`config.mk`:
```
export PLATFORM = sky130hd
export DESIGN_NAME = reset_state_initializer
export DESIGN_NICKNAME = d
export VERILOG_FILES = /design/src/reset_init_pkg.sv /design/src/reset_state_initializer.sv /design/src/retain_reg.sv
export VERILOG_INCLUDE_DIRS = /design/src
export SDC_FILE = /design/constraint.sdc
export NUM_CORES = 1
export LEC_CHECK = 0
export BUFFER_PORTS_ARGS = -buffer_cell sky130_fd_sc_hd__buf_2
export CORE_MARGIN = 4
export CORE_UTILIZATION = 53
export CTS_CLUSTER_SIZE = 40
export DETAILED_ROUTE_END_ITERATION = 8
export GPL_ROUTABILITY_DRIVEN = 0
export PLACE_DENSITY_LB_ADDON = 0.08
export SYNTH_ARGS = -nofsm -noshare
export SYNTH_HDL_FRONTEND = slang
export SYNTH_SLANG_ARGS = --single-unit
```
`constraint.sdc`:
```
create_clock -name mclk_i -period 2.5 [get_ports mclk_i]
set_input_delay 0.5 -clock mclk_i [delete_from_list [all_inputs] [get_ports mclk_i]]
set_output_delay 0.5 -clock mclk_i [all_outputs]
set_load 0.005 [all_outputs]
```
`src/reset_init_regs.svh`:
```
// Register offsets, field positions, reset values and vector addresses of the reset initialiser
`ifndef RESET_INIT_REGS_SVH
`define RESET_INIT_REGS_SVH

`define RI_OFF_STATUS   8'h00
`define RI_OFF_PSW      8'h04
`define RI_OFF_GPR      8'h08
`define RI_OFF_MOD      8'h0C
`define RI_OFF_GATE     8'h10
`define RI_OFF_SHIFT0   8'h14
`define RI_OFF_SBC      8'h18
`define RI_OFF_SLVADR   8'h1C
`define RI_OFF_DONE1    8'h20
`define RI_OFF_STBY     8'h24

`define RI_VEC_ADDR0    14'h0000
`define RI_VEC_ADDR1    14'h0001
`define RI_W0_PCHI_MSB  5
`define RI_W0_RBE_BIT   6
`define RI_W0_MBE_BIT   7

`define RI_RST_ZERO     32'h0000_0000
`define RI_LOSE_FILL    32'hA5A5_A5A5
`define RI_DONE1_BIT    0
`define RI_STBY_BIT     0

`endif

```
`src/reset_init_pkg.sv`:
```
// Types shared by the reset initialiser
`default_nettype none
package reset_init_pkg;

	typedef enum logic [4:0]
	{
		ST_HOLD = 5'b00001,
		ST_RD0  = 5'b00010,
		ST_CAP0 = 5'b00100,
		ST_CAP1 = 5'b01000,
		ST_RUN  = 5'b10000
	} fetch_state_type;

	typedef struct packed
	{
		logic        memory_bank_enable_flag;
		logic        register_bank_enable_flag;
		logic [13:0] pc;
	} vector_type;

	typedef struct packed
	{
		logic int_status_flag_two;
		logic int_status_flag_one;
		logic skip_flag_two;
		logic skip_flag_one;
		logic skip_flag_zero;
	} psw_type;

endpackage : reset_init_pkg
`default_nettype wire

```
`src/reset_state_initializer.sv`:
```
// Reset initialiser: vector fetch, state clearing and retention, AHB-Lite register slave
`include "reset_init_regs.svh"
`default_nettype none

// Overview of operation
// - Every reset loads PC 13..8 from word 0 bits 5..0, PC 7..0 from word 1.
// - Every reset loads register bank enable from word 0 bit 6, memory bank bit 7.
// - Every reset clears the three skip flags.
// - Every reset clears both interrupt status flags.
// - General registers kept on standby reset, scrubbed on reset during operation.
// - Pulse generator modulo high and low registers are kept on every reset.
// - Every reset clears the event gate control register.
// - Serial 0 shift register kept on standby reset, scrubbed otherwise.
// - Every reset clears the serial bus control register.
// - Serial slave address kept on standby reset, scrubbed otherwise.
// - Every reset clears the serial 1 transfer done flag.
// - Output buffers are off while the reset input is asserted.
module reset_state_initializer #(
	parameter int GATE_W = 4
) (
	input  wire logic                 mclk_i,
	input  wire logic                 sys_rst_i,
	input  wire logic                 dev_reset_n_i,
	input  wire logic                 ser1_done_i,
	output logic      [13:0]          pmem_addr_o,
	output logic                      pmem_rd_o,
	input  wire logic [7:0]           pmem_data_i,
	output reset_init_pkg::vector_type vector_o,
	output reset_init_pkg::psw_type    psw_o,
	output logic                      core_ready_o,
	output logic                      out_buf_en_o,
	output logic                      standby_o,
	input  wire logic                 hsel_i,
	input  wire logic [31:0]          haddr_i,
	input  wire logic [1:0]           htrans_i,
	input  wire logic                 hwrite_i,
	input  wire logic [2:0]           hsize_i,
	input  wire logic [31:0]          hwdata_i,
	input  wire logic                 hready_i,
	output logic                      hreadyout_o,
	output logic [31:0]               hrdata_o,
	output logic                      hresp_o
);
	import reset_init_pkg::*;

	fetch_state_type   state_ff;
	fetch_state_type   nxt_state;
	vector_type        vec_ff;
	psw_type           psw_ff;
	logic              rst_meta_ff;
	logic              dev_rst_ff;
	logic              dev_rst_prev_ff;
	logic              rst_rise;
	logic              standby_ff;
	logic              standby_at_reset_ff;
	logic              lose;
	logic [13:0]       pmem_addr_ff;
	logic              pmem_rd_ff;
	logic [GATE_W-1:0] gate_ff;
	logic [7:0]        sbc_ff;
	logic              done1_ff;
	logic [31:0]       gpr_q;
	logic [7:0]        shift0_q;
	logic [7:0]        slv_addr_q;
	logic [15:0]       mod_q;
	logic              ap_fire;
	logic              wr_pend_ff;
	logic              rd_pend_ff;
	logic [7:0]        ap_addr_ff;
	logic              wr_fire;
	logic [31:0]       hrdata_ff;
	logic [31:0]       rd_mux;

	// Reset pin crosses in through two flops; stored as active high
	always_ff @(posedge mclk_i)
	begin
		if (sys_rst_i)
		begin
			rst_meta_ff     <= 1'b1;
			dev_rst_ff      <= 1'b1;
			dev_rst_prev_ff <= 1'b1;
		end
		else
		begin
			rst_meta_ff     <= ~dev_reset_n_i;
			dev_rst_ff      <= rst_meta_ff;
			dev_rst_prev_ff <= dev_rst_ff;
		end
	end

	assign rst_rise = dev_rst_ff & ~dev_rst_prev_ff;
	assign lose     = rst_rise & ~standby_ff;

	// Standby is left by the reset that ends it, in the same cycle its state is recorded
	always_ff @(posedge mclk_i)
	begin
		if (sys_rst_i)
		begin
			standby_ff          <= 1'b0;
			standby_at_reset_ff <= 1'b0;
		end
		else if (rst_rise)
		begin
			standby_at_reset_ff <= standby_ff;
			standby_ff          <= 1'b0;
		end
		else if (wr_fire && ap_addr_ff == `RI_OFF_STBY)
			standby_ff <= hwdata_i[`RI_STBY_BIT];
	end

	// Vector fetch sequence, restarted by every reset
	always_comb
	begin
		nxt_state = state_ff;
		unique case (state_ff)
			ST_HOLD: if (!dev_rst_ff) nxt_state = ST_RD0;
			ST_RD0:  nxt_state = ST_CAP0;
			ST_CAP0: nxt_state = ST_CAP1;
			ST_CAP1: nxt_state = ST_RUN;
			ST_RUN:  nxt_state = ST_RUN;
		endcase
		if (dev_rst_ff)
			nxt_state = ST_HOLD;
	end

	always_ff @(posedge mclk_i)
	begin
		if (sys_rst_i)
			state_ff <= ST_HOLD;
		else
			state_ff <= nxt_state;
	end

	// Memory sees its address one cycle before the data comes back
	always_ff @(posedge mclk_i)
	begin
		if (sys_rst_i || dev_rst_ff)
		begin
			pmem_rd_ff   <= 1'b0;
			pmem_addr_ff <= `RI_VEC_ADDR0;
		end
		else if (state_ff == ST_HOLD)
		begin
			pmem_rd_ff   <= 1'b1;
			pmem_addr_ff <= `RI_VEC_ADDR0;
		end
		else if (state_ff == ST_RD0)
			pmem_addr_ff <= `RI_VEC_ADDR1;
		else if (state_ff == ST_CAP0)
			pmem_rd_ff <= 1'b0;
	end

	always_ff @(posedge mclk_i)
	begin
		if (sys_rst_i)
			vec_ff <= '0;
		else if (state_ff == ST_CAP0)
		begin
			vec_ff.pc[13:8] <= pmem_data_i[`RI_W0_PCHI_MSB:0];
			vec_ff.register_bank_enable_flag <= pmem_data_i[`RI_W0_RBE_BIT];
			vec_ff.memory_bank_enable_flag   <= pmem_data_i[`RI_W0_MBE_BIT];
		end
		else if (state_ff == ST_CAP1)
			vec_ff.pc[7:0] <= pmem_data_i;
	end

	// Flags and control registers cleared for as long as reset is held
	always_ff @(posedge mclk_i)
	begin
		if (sys_rst_i || dev_rst_ff)
			psw_ff <= '0;
		else if (wr_fire && ap_addr_ff == `RI_OFF_PSW)
			psw_ff <= hwdata_i[4:0];
	end

	always_ff @(posedge mclk_i)
	begin
		if (sys_rst_i || dev_rst_ff)
			gate_ff <= '0;
		else if (wr_fire && ap_addr_ff == `RI_OFF_GATE)
			gate_ff <= hwdata_i[GATE_W-1:0];
	end

	always_ff @(posedge mclk_i)
	begin
		if (sys_rst_i || dev_rst_ff)
			sbc_ff <= '0;
		else if (wr_fire && ap_addr_ff == `RI_OFF_SBC)
			sbc_ff <= hwdata_i[7:0];
	end

	// A completion in the same cycle as a software clear is kept
	always_ff @(posedge mclk_i)
	begin
		if (sys_rst_i || dev_rst_ff)
			done1_ff <= 1'b0;
		else if (ser1_done_i)
			done1_ff <= 1'b1;
		else if (wr_fire && ap_addr_ff == `RI_OFF_DONE1 && hwdata_i[`RI_DONE1_BIT])
			done1_ff <= 1'b0;
	end

	retain_reg #(.WIDTH(32), .FILL(`RI_LOSE_FILL)) u_gpr (
		.mclk_i   (mclk_i),
		.sys_rst_i(sys_rst_i),
		.lose_i   (lose),
		.wr_i     (wr_fire && ap_addr_ff == `RI_OFF_GPR),
		.wdata_i  (hwdata_i),
		.q_o      (gpr_q)
	);

	retain_reg #(.WIDTH(8), .FILL(`RI_LOSE_FILL)) u_shift0 (
		.mclk_i   (mclk_i),
		.sys_rst_i(sys_rst_i),
		.lose_i   (lose),
		.wr_i     (wr_fire && ap_addr_ff == `RI_OFF_SHIFT0),
		.wdata_i  (hwdata_i[7:0]),
		.q_o      (shift0_q)
	);

	retain_reg #(.WIDTH(8), .FILL(`RI_LOSE_FILL)) u_slv_addr (
		.mclk_i   (mclk_i),
		.sys_rst_i(sys_rst_i),
		.lose_i   (lose),
		.wr_i     (wr_fire && ap_addr_ff == `RI_OFF_SLVADR),
		.wdata_i  (hwdata_i[7:0]),
		.q_o      (slv_addr_q)
	);

	retain_reg #(.WIDTH(16), .FILL(`RI_LOSE_FILL)) u_mod (
		.mclk_i   (mclk_i),
		.sys_rst_i(sys_rst_i),
		.lose_i   (1'b0),
		.wr_i     (wr_fire && ap_addr_ff == `RI_OFF_MOD),
		.wdata_i  (hwdata_i[15:0]),
		.q_o      (mod_q)
	);

	// Bus slave: writes without wait, reads with one wait state so data leave a flop
	assign ap_fire = hsel_i && htrans_i[1] && hready_i;
	assign wr_fire = wr_pend_ff;

	always_ff @(posedge mclk_i)
	begin
		if (sys_rst_i)
		begin
			wr_pend_ff <= 1'b0;
			rd_pend_ff <= 1'b0;
			ap_addr_ff <= 8'h00;
		end
		else
		begin
			wr_pend_ff <= ap_fire && hwrite_i;
			rd_pend_ff <= ap_fire && !hwrite_i;
			if (ap_fire)
				ap_addr_ff <= haddr_i[7:0];
		end
	end

	always_comb
	begin
		rd_mux = 32'h0000_0000;
		unique case (ap_addr_ff)
			`RI_OFF_STATUS: rd_mux = {10'h000, vec_ff.pc, 3'h0, vec_ff.memory_bank_enable_flag,
				vec_ff.register_bank_enable_flag, dev_rst_ff, standby_at_reset_ff, core_ready_o};
			`RI_OFF_PSW:    rd_mux = {27'h0000000, psw_ff};
			`RI_OFF_GPR:    rd_mux = gpr_q;
			`RI_OFF_MOD:    rd_mux = {16'h0000, mod_q};
			`RI_OFF_GATE:   rd_mux = {{(32-GATE_W){1'b0}}, gate_ff};
			`RI_OFF_SHIFT0: rd_mux = {24'h000000, shift0_q};
			`RI_OFF_SBC:    rd_mux = {24'h000000, sbc_ff};
			`RI_OFF_SLVADR: rd_mux = {24'h000000, slv_addr_q};
			`RI_OFF_DONE1:  rd_mux = {31'h00000000, done1_ff};
			`RI_OFF_STBY:   rd_mux = {31'h00000000, standby_ff};
			default:        rd_mux = 32'h0000_0000;
		endcase
	end

	always_ff @(posedge mclk_i)
	begin
		if (sys_rst_i)
			hrdata_ff <= `RI_RST_ZERO;
		else if (rd_pend_ff)
			hrdata_ff <= rd_mux;
	end

	assign hreadyout_o  = ~rd_pend_ff;
	assign hrdata_o     = hrdata_ff;
	assign hresp_o      = 1'b0;
	assign pmem_addr_o  = pmem_addr_ff;
	assign pmem_rd_o    = pmem_rd_ff;
	assign vector_o     = vec_ff;
	assign psw_o        = psw_ff;
	assign standby_o    = standby_ff;
	assign core_ready_o = (state_ff == ST_RUN);
	// Gated by the synced level too, so buffers drop the cycle reset is seen
	assign out_buf_en_o = core_ready_o & ~dev_rst_ff;

	property p_pc_high;
		@(posedge mclk_i) disable iff (sys_rst_i)
		(state_ff == ST_CAP0) |=> (vec_ff.pc[13:8] == $past(pmem_data_i[5:0]));
	endproperty
	a_pc_high: assert property (p_pc_high) else $error("PC high bits not from word 0");

	property p_pc_low;
		@(posedge mclk_i) disable iff (sys_rst_i)
		(state_ff == ST_CAP1 && !dev_rst_ff) |=> (vec_ff.pc[7:0] == $past(pmem_data_i))
			&& core_ready_o;
	endproperty
	a_pc_low: assert property (p_pc_low) else $error("PC low bits not from word 1");

	property p_bank_flags;
		@(posedge mclk_i) disable iff (sys_rst_i)
		(state_ff == ST_CAP0) |=> (vec_ff.register_bank_enable_flag == $past(pmem_data_i[6])
			&& vec_ff.memory_bank_enable_flag == $past(pmem_data_i[7]));
	endproperty
	a_bank_flags: assert property (p_bank_flags) else $error("Bank flags not from word 0");

	property p_skip_clr;
		@(posedge mclk_i) disable iff (sys_rst_i)
		dev_rst_ff |=> (psw_ff.skip_flag_zero == 1'b0 && psw_ff.skip_flag_one == 1'b0
			&& psw_ff.skip_flag_two == 1'b0);
	endproperty
	a_skip_clr: assert property (p_skip_clr) else $error("Skip flags not cleared");

	property p_ist_clr;
		@(posedge mclk_i) disable iff (sys_rst_i)
		dev_rst_ff |=> !psw_ff.int_status_flag_one && !psw_ff.int_status_flag_two;
	endproperty
	a_ist_clr: assert property (p_ist_clr) else $error("Interrupt status not cleared");

	property p_gpr_keep;
		@(posedge mclk_i) disable iff (sys_rst_i)
		(rst_rise && standby_ff && !wr_fire) |=> $stable(gpr_q);
	endproperty
	a_gpr_keep: assert property (p_gpr_keep) else $error("GPR lost on standby reset");

	property p_gpr_lose;
		@(posedge mclk_i) disable iff (sys_rst_i)
		(rst_rise && !standby_ff) |=> (gpr_q == `RI_LOSE_FILL);
	endproperty
	a_gpr_lose: assert property (p_gpr_lose) else $error("GPR not scrubbed");

	property p_mod_keep;
		@(posedge mclk_i) disable iff (sys_rst_i)
		(dev_rst_ff && !wr_fire) |=> $stable(mod_q);
	endproperty
	a_mod_keep: assert property (p_mod_keep) else $error("Modulo registers changed on reset");

	property p_gate_clr;
		@(posedge mclk_i) disable iff (sys_rst_i)
		dev_rst_ff[*2] |-> (gate_ff == '0);
	endproperty
	a_gate_clr: assert property (p_gate_clr) else $error("Gate control not cleared");

	property p_shift0_lose;
		@(posedge mclk_i) disable iff (sys_rst_i)
		rst_rise |=> (shift0_q == ($past(standby_ff) ? $past(shift0_q) : 8'hA5));
	endproperty
	a_shift0_lose: assert property (p_shift0_lose) else $error("Shift register policy wrong");

	property p_sbc_clr;
		@(posedge mclk_i) disable iff (sys_rst_i)
		dev_rst_ff |=> (sbc_ff == 8'h00);
	endproperty
	a_sbc_clr: assert property (p_sbc_clr) else $error("Serial bus control not cleared");

	property p_slv_addr_lose;
		@(posedge mclk_i) disable iff (sys_rst_i)
		rst_rise |=> (slv_addr_q == ($past(standby_ff) ? $past(slv_addr_q) : 8'hA5));
	endproperty
	a_slv_addr_lose: assert property (p_slv_addr_lose) else $error("Slave address policy wrong");

	property p_done1_clr;
		@(posedge mclk_i) disable iff (sys_rst_i)
		dev_rst_ff |=> !done1_ff;
	endproperty
	a_done1_clr: assert property (p_done1_clr) else $error("Transfer done flag not cleared");

	property p_buf_off;
		@(posedge mclk_i) disable iff (sys_rst_i)
		dev_rst_ff |-> !out_buf_en_o ##1 !out_buf_en_o;
	endproperty
	a_buf_off: assert property (p_buf_off) else $error("Output buffer on during reset");

	property p_stby_rec;
		@(posedge mclk_i) disable iff (sys_rst_i)
		rst_rise |=> (standby_at_reset_ff == $past(standby_ff)) && !standby_ff;
	endproperty
	a_stby_rec: assert property (p_stby_rec) else $error("Standby at reset not recorded");

endmodule : reset_state_initializer
`default_nettype wire

```
`src/retain_reg.sv`:
```
// Storage that survives a device reset in standby and is scrubbed otherwise
`default_nettype none
module retain_reg #(
	parameter int          WIDTH = 8,
	parameter logic [31:0] FILL  = 32'hA5A5_A5A5
) (
	input  wire logic             mclk_i,
	input  wire logic             sys_rst_i,
	input  wire logic             lose_i,
	input  wire logic             wr_i,
	input  wire logic [WIDTH-1:0] wdata_i,
	output logic      [WIDTH-1:0] q_o
);

	logic [WIDTH-1:0] q_ff;

	// Lost contents are forced to a visible pattern rather than left as is
	always_ff @(posedge mclk_i)
	begin
		if (sys_rst_i)
			q_ff <= '0;
		else if (lose_i)
			q_ff <= FILL[WIDTH-1:0];
		else if (wr_i)
			q_ff <= wdata_i;
	end

	assign q_o = q_ff;

endmodule : retain_reg
`default_nettype wire

```
# After elaboration in Yosys (flattened, before gate mapping)
# Index checks and enable logic that the tools add are counted.
word_totals:
  regBits: 152
  out_inout_bits: 73
classes:
  n_eq_ne: 15
  reduce_logical: 29
  bitwise_logic: 9
  muxes: 13
ops:
  columns: ["cell", "count"]
  rows:
  - ["$pmux W32 S10", 1]
  - ["$mux W32", 2]
  - ["$eq A8 B5 Y1 const B", 4]
  - ["$mux W8", 4]
  - ["$pmux W5 S4", 1]
  - ["$eq A8 B4 Y1 const B", 2]
  - ["$eq A8 B6 Y1 const B", 2]
  - ["$logic_and A1 B1 Y1", 14]
  - ["$reduce_bool A2 Y1", 5]
  - ["$reduce_or A2 Y1", 5]
  - ["$eq A8 B3 Y1 const B", 1]
  - ["$logic_not A8 Y1", 1]
  - ["$not A1 Y1", 6]
  - ["$eq A5 B1 Y1 const B", 1]
  - ["$eq A5 B2 Y1 const B", 1]
  - ["$eq A5 B3 Y1 const B", 1]
  - ["$eq A5 B4 Y1 const B", 1]
  - ["$eq A5 B5 Y1 const B", 1]
  - ["$mux W1", 5]
  - ["$reduce_and A2 Y1", 2]
  - ["$and A1 B1 Y1", 3]
  - ["$ne A2 B2 Y1 const B", 1]
  - ["$logic_not A1 Y1", 1]
  - ["$logic_or A1 B1 Y1", 1]

# Depth between registers and ports, before layout
logic_depth:
  word_depth: 5
  ltp_mapped: 7
  ltp_nobuf: 4

# By module
# A second synthesis with hierarchy kept.
hier_totals:
  cells_unflattened: 649
  area_unflattened_um2: 6521.3
by_module_without_submodules:
  columns: ["mod", "cells_per_inst", "seq_area_each_um2", "area_per_inst_um2", "n_inst"]
  rows:
  - ["reset_state_initializer", 434, 1761.7, 4097.7, 1]
  - ["retain_reg at u_gpr", 107, 640.6, 1211.2, 1]
  - ["retain_reg at u_mod", 54, 320.3, 614.3, 1]
  - ["retain_reg at u_shift0 ...", 27, 160.2, 299.0, 2]

# Least setup slack after synthesis
# No wires, ideal clock.
synth_path:
  path_type: "reg-to-reg"
  startpoint: "register ap_addr_ff[7]"
  endpoint: "register u_mod.q_ff[13] (netlist: u_mod.q_o[13])"
  stages_incl_launch_ff: 8
  arrival_ns: 1.905
  setup_slack_ns: 0.458
  required_ns: 2.363
  setup_time_ns: 0.137
  period_less_slack_ns: 2.042
  cell_sequence: "dfxtp_1 > or4_4 > buf_6 > or4_1 > clkbuf_2 > buf_2 > nand2_1 > a21oi_1"
synth_via:
  elab_chain_len: 2
synth_lines:
  columns: ["item", "line_no", "source"]
  rows:
  - ["from (decl)", "reset_state_initializer.sv:69", "logic [7:0] ap_addr_ff;"]
  - ["from (signal assigned)", "reset_state_initializer.sv:256", "ap_addr_ff <= haddr_i[7:0];"]
  - ["$eq A8 B4 Y1", null, null]
  - ["$logic_and A1 B1 Y1 (no source line)", null, null]
  - ["to (signal assigned)", "retain_reg.sv:23", "q_ff <= FILL[WIDTH-1:0];"]
  - ["to (signal assigned)", "retain_reg.sv:25", "q_ff <= wdata_i;"]
  - ["to (decl)", "retain_reg.sv:15", "logic [WIDTH-1:0] q_ff;"]
# Every way passes these cells.
# A chain may end at the register's enable or synchronous reset.

# Worst setup path in the final report
layout_path:
  startpoint: "register state_ff[1]"
  endpoint: "output port out_buf_en_o"
layout_via:
  elab_chain_len: 2
layout_lines:
  columns: ["item", "line_no", "source"]
  rows:
  - ["from (decl)", "reset_state_initializer.sv:46", "fetch_state_type state_ff;"]
  - ["from (signal assigned)", "reset_state_initializer.sv:131", "state_ff <= nxt_state;"]
  - ["$eq A5 B5 Y1", "reset_state_initializer.sv:295", "assign core_ready_o = (state_ff == ST_RUN);"]
  - ["$and A1 B1 Y1", "reset_state_initializer.sv:297", "assign out_buf_en_o = core_ready_o & ~dev_rst_ff;"]
  - ["to (decl)", "reset_state_initializer.sv:31", "output logic out_buf_en_o,"]
# Every way passes these cells.

==> results.ini <==
[critical_path]
crit_path_start_kind = flop
path_max_fanout = 8
path_class = reg -> out
critPathRequiredTime_ps = 2000
cp.arrival_ps = 1890
r2r.worst_path.cells = 4
critPathCaptureType = primary output

[sta]
min_period_ps = 2388
max-slew-margin-rel_pct = 48.78
setup_viol = 0
rsz0062_at_grt = no
hold_slack_ps = 241.9
finalHoldViolCount = 0
tns_ps = 0
min_period_over_period_pct = 95.50
fmax_mhz = 418.8
drv_slew = 0
tightest_slew_ps = 766.3
fin_skew_ps = 4.864

[status]
status = finished, final reports clean

[pwr]
p_total_uw = 5453
p_sw_share_pct = 21.62
p_per_area_nw_per_um2 = 713.8
switchingPower_uw = 1179
power_leakage_uw = 0.002875
seqPwrFrac_pct = 45.2
p_int_uw = 4274
ir_worst_vdd_mv = 0.5071
p_clk_share_pct = 50.5
p_comb_share_pct = 4.3

[cells_and_area]
syn2layout_area_growth_pct = 21.17
drive_gt1_share_pct = 25.98
nets = 891
diodes = 0

[die]
row_count = 39
core-area_um2 = 11520
start_util_pct = 54.75
io_pins = 157
die_x_um = 117.1
die_area_um2 = 13710
die_h_um = 117.1

[routing]
first_iter_violations = 478
avgRoutedWirePerCell_um = 18.24
antenna_left = 0
num_vias = 5455
first_pass_iters = 5
finalWirelength_mm = 17.56
drt-vias-per-instance = 5.665
drcViolationCount = 0

[clock_network]
ctsHoldBuffers = 0
clk_path_buf_depth = 2
cts_resized = 0
cts-root-buf = clkbuf_16
cts_buffers = 17
cts_tree = built
cts_setup_buffers = 0
clk_pin_slew_ps = 60
htreeDepth = 4
cts_sinks = 152
clkLatencyLatePin_ps = 430

[synthesis]
netlist_instances = 699
synth_cell_type_count = 48
ys_seq_area_share_pct = 48.26
synth_seq_cells = 152
yosysWarnings = 0
synth_flop_cell = dfxtp_1
synthArstFlopShare_pct = 0
syn_area_um2 = 6305
synth_edf_count = 0
syn_avg_cell_area_um2 = 9.020

[worst_hold_path]
hold_path_class = in -> reg
hold_depth = 2

[placement]
port_buffers = 114
post-dp-hpwl_mm = 11.81

[global_route]
grt_max_degree = 34
grt_util_all_layers_pct = 26.69
overflow = 0
grt_pass1_vias = 5274
grt_pass1_wl_mm = 27.76
antenna_found_initial = 1

[job]
maxCapViolations = 0

-- critical path, cell delays in order (launching register included) --
cell,delay [ps]
dfxtp_1,370
or4b_2,750
nor3_1,190
buf_2,150
-- final timing paths --
| check | slack, ps | to | from |
|---|---|---|---|
| worst min register to register | 420 | dev_rst_ff | rst_meta_ff |
| worst min-delay path | 240 | rd_pend_ff | hwrite_i |
| worst max register to register | 340 | gate_ff[2] | ap_addr_ff[4] |
| worst max-delay path | 110 | out_buf_en_o | state_ff[1] |
-- routing by layer --
metal / vias to the layer above / global-route usage [%] / share of wire (%)
met5: - / 0 / 0.040
met4: 2 / 8.180 / 1.4
met3: 23 / 7.763 / 6.9
met2: 190 / 42.28 / 47
met1: 2625 / 35.48 / 44
li1: 2615 / - / -
-- cells in the final DEF (no fill, tap or decap), drive strengths merged, types with 2 or more instances in the layout --
| cell type | netlist | layout |
|---|---|---|
| nor3b | 2 | 2 |
| inv | 3 | 4 |
| clkbuf | 38 | 20 |
| a31oi | 18 | 18 |
| nand2b | 8 | 8 |
| and3 | 2 | 2 |
| o21ai | 28 | 28 |
| or2 | 3 | 3 |
| conb | 1 | 14 |
| clkinv | 1 | 5 |
| mux2i | 55 | 55 |
| nor2 | 59 | 59 |
| buf | 28 | 142 |
| bufinv | 0 | 4 |
| a21oi | 64 | 64 |
| nand2 | 142 | 142 |
| nor2b | 5 | 5 |
| nor4 | 11 | 11 |
| nand3 | 7 | 7 |
| a32oi | 2 | 2 |
| or3b | 2 | 2 |
| a22oi | 16 | 16 |
| nor3 | 7 | 7 |
| mux2 | 10 | 10 |
| dfxtp | 152 | 152 |
| mux4 | 8 | 8 |
| or4b | 2 | 2 |
| a22o | 10 | 10 |
| or4 | 2 | 2 |
| or3 | 2 | 2 |
| clkinvlp | 0 | 3 |
-- cell type report --
| cell class | instances | area, um^2 |
|---|---|---|
| Inverter | 4 | 15.01 |
| Timing Repair Buffer | 142 | 780.7 |
| Clock buffer | 20 | 466.7 |
| Tap cell | 143 | 178.9 |
| Fill cell | 956 | 3876 |
| Clock inverter | 12 | 171.4 |
| Sequential cell | 152 | 3043 |
| Multi-Input combinational cell | 490 | 2984 |
-- power by group through the flow --
stage | Sequential (uW) | Combinational [uW] | Clock [uW]
after detailed placement | 2520 | 227 | 0
final | 2470 | 232 | 2750
after global routing | 2470 | 253 | 2890
after global placement | 2520 | 222 | 0
after floorplan | 2510 | 151 | 0
after CTS | 2470 | 229 | 2780
-- metrics by stage --
stage	std cells	area (um^2)	setup WS (ps)	utilization [%]
5_1_grt	963	7640	51.53	66.34
3_5_place_dp	931	7002	382.3	60.80
4_1_cts	963	7640	123.9	66.34
3_3_place_gp	931	7002	409.2	60.80
2_1_floorplan	712	6354	458.3	-
6_report	963	7640	112.4	66.34
-- cell families (layout without fill, tap and decap cells) --
logic type	Yosys count	count (layout)	share of synthesized area, %
compound gates	145	145	13.77
flops	152	152	48.26
other cells	1	14	0.05948
simple gates	257	257	19.11
buf+inv	70	178	5.279
xor+xnor	1	1	0.1389
mux	73	73	13.38
-- cell usage after synthesis (all sizes together), types with 2 or more instances --
library cell	number	area (um^2)
dfxtp	152	3043
nand2	142	533.0
a21oi	64	335.3
nor2	59	221.5
mux2i	55	550.5
clkbuf	38	143.9
buf	28	173.9
o21ai	28	140.1
a31oi	18	112.6
a22oi	16	120.1
nor4	11	156.4
a22o	10	87.58
mux2	10	112.6
mux4	8	180.2
nand2b	8	50.05
nand3	7	35.03
nor3	7	35.03
nor2b	5	31.28
inv	3	11.26
or2	3	18.77
a32oi	2	17.52
and3	2	12.51
nor3b	2	15.01
or3	2	12.51
or3b	2	17.52
or4	2	18.77
or4b	2	20.02
-- registers in the layout, indices dropped and copies added (netlist names) --
signal / count
u_gpr.q_o: 32
pmem_rd_o: 1
standby_o: 1
vector_o: 16
ap_addr_ff: 8
u_slv_addr.q_o: 8
rd_pend_ff: 1
psw_o: 5
dev_rst_ff: 1
wr_fire: 1
done1_ff: 1
pmem_addr_o: 1
u_mod.q_o: 16
u_shift0.q_o: 8
rst_meta_ff: 1
hrdata_o: 32
state_ff: 5
gate_ff: 4
dev_rst_prev_ff: 1
sbc_ff: 8
standby_at_reset_ff: 1
Note: power is estimated with default switching activity, not from simulation.
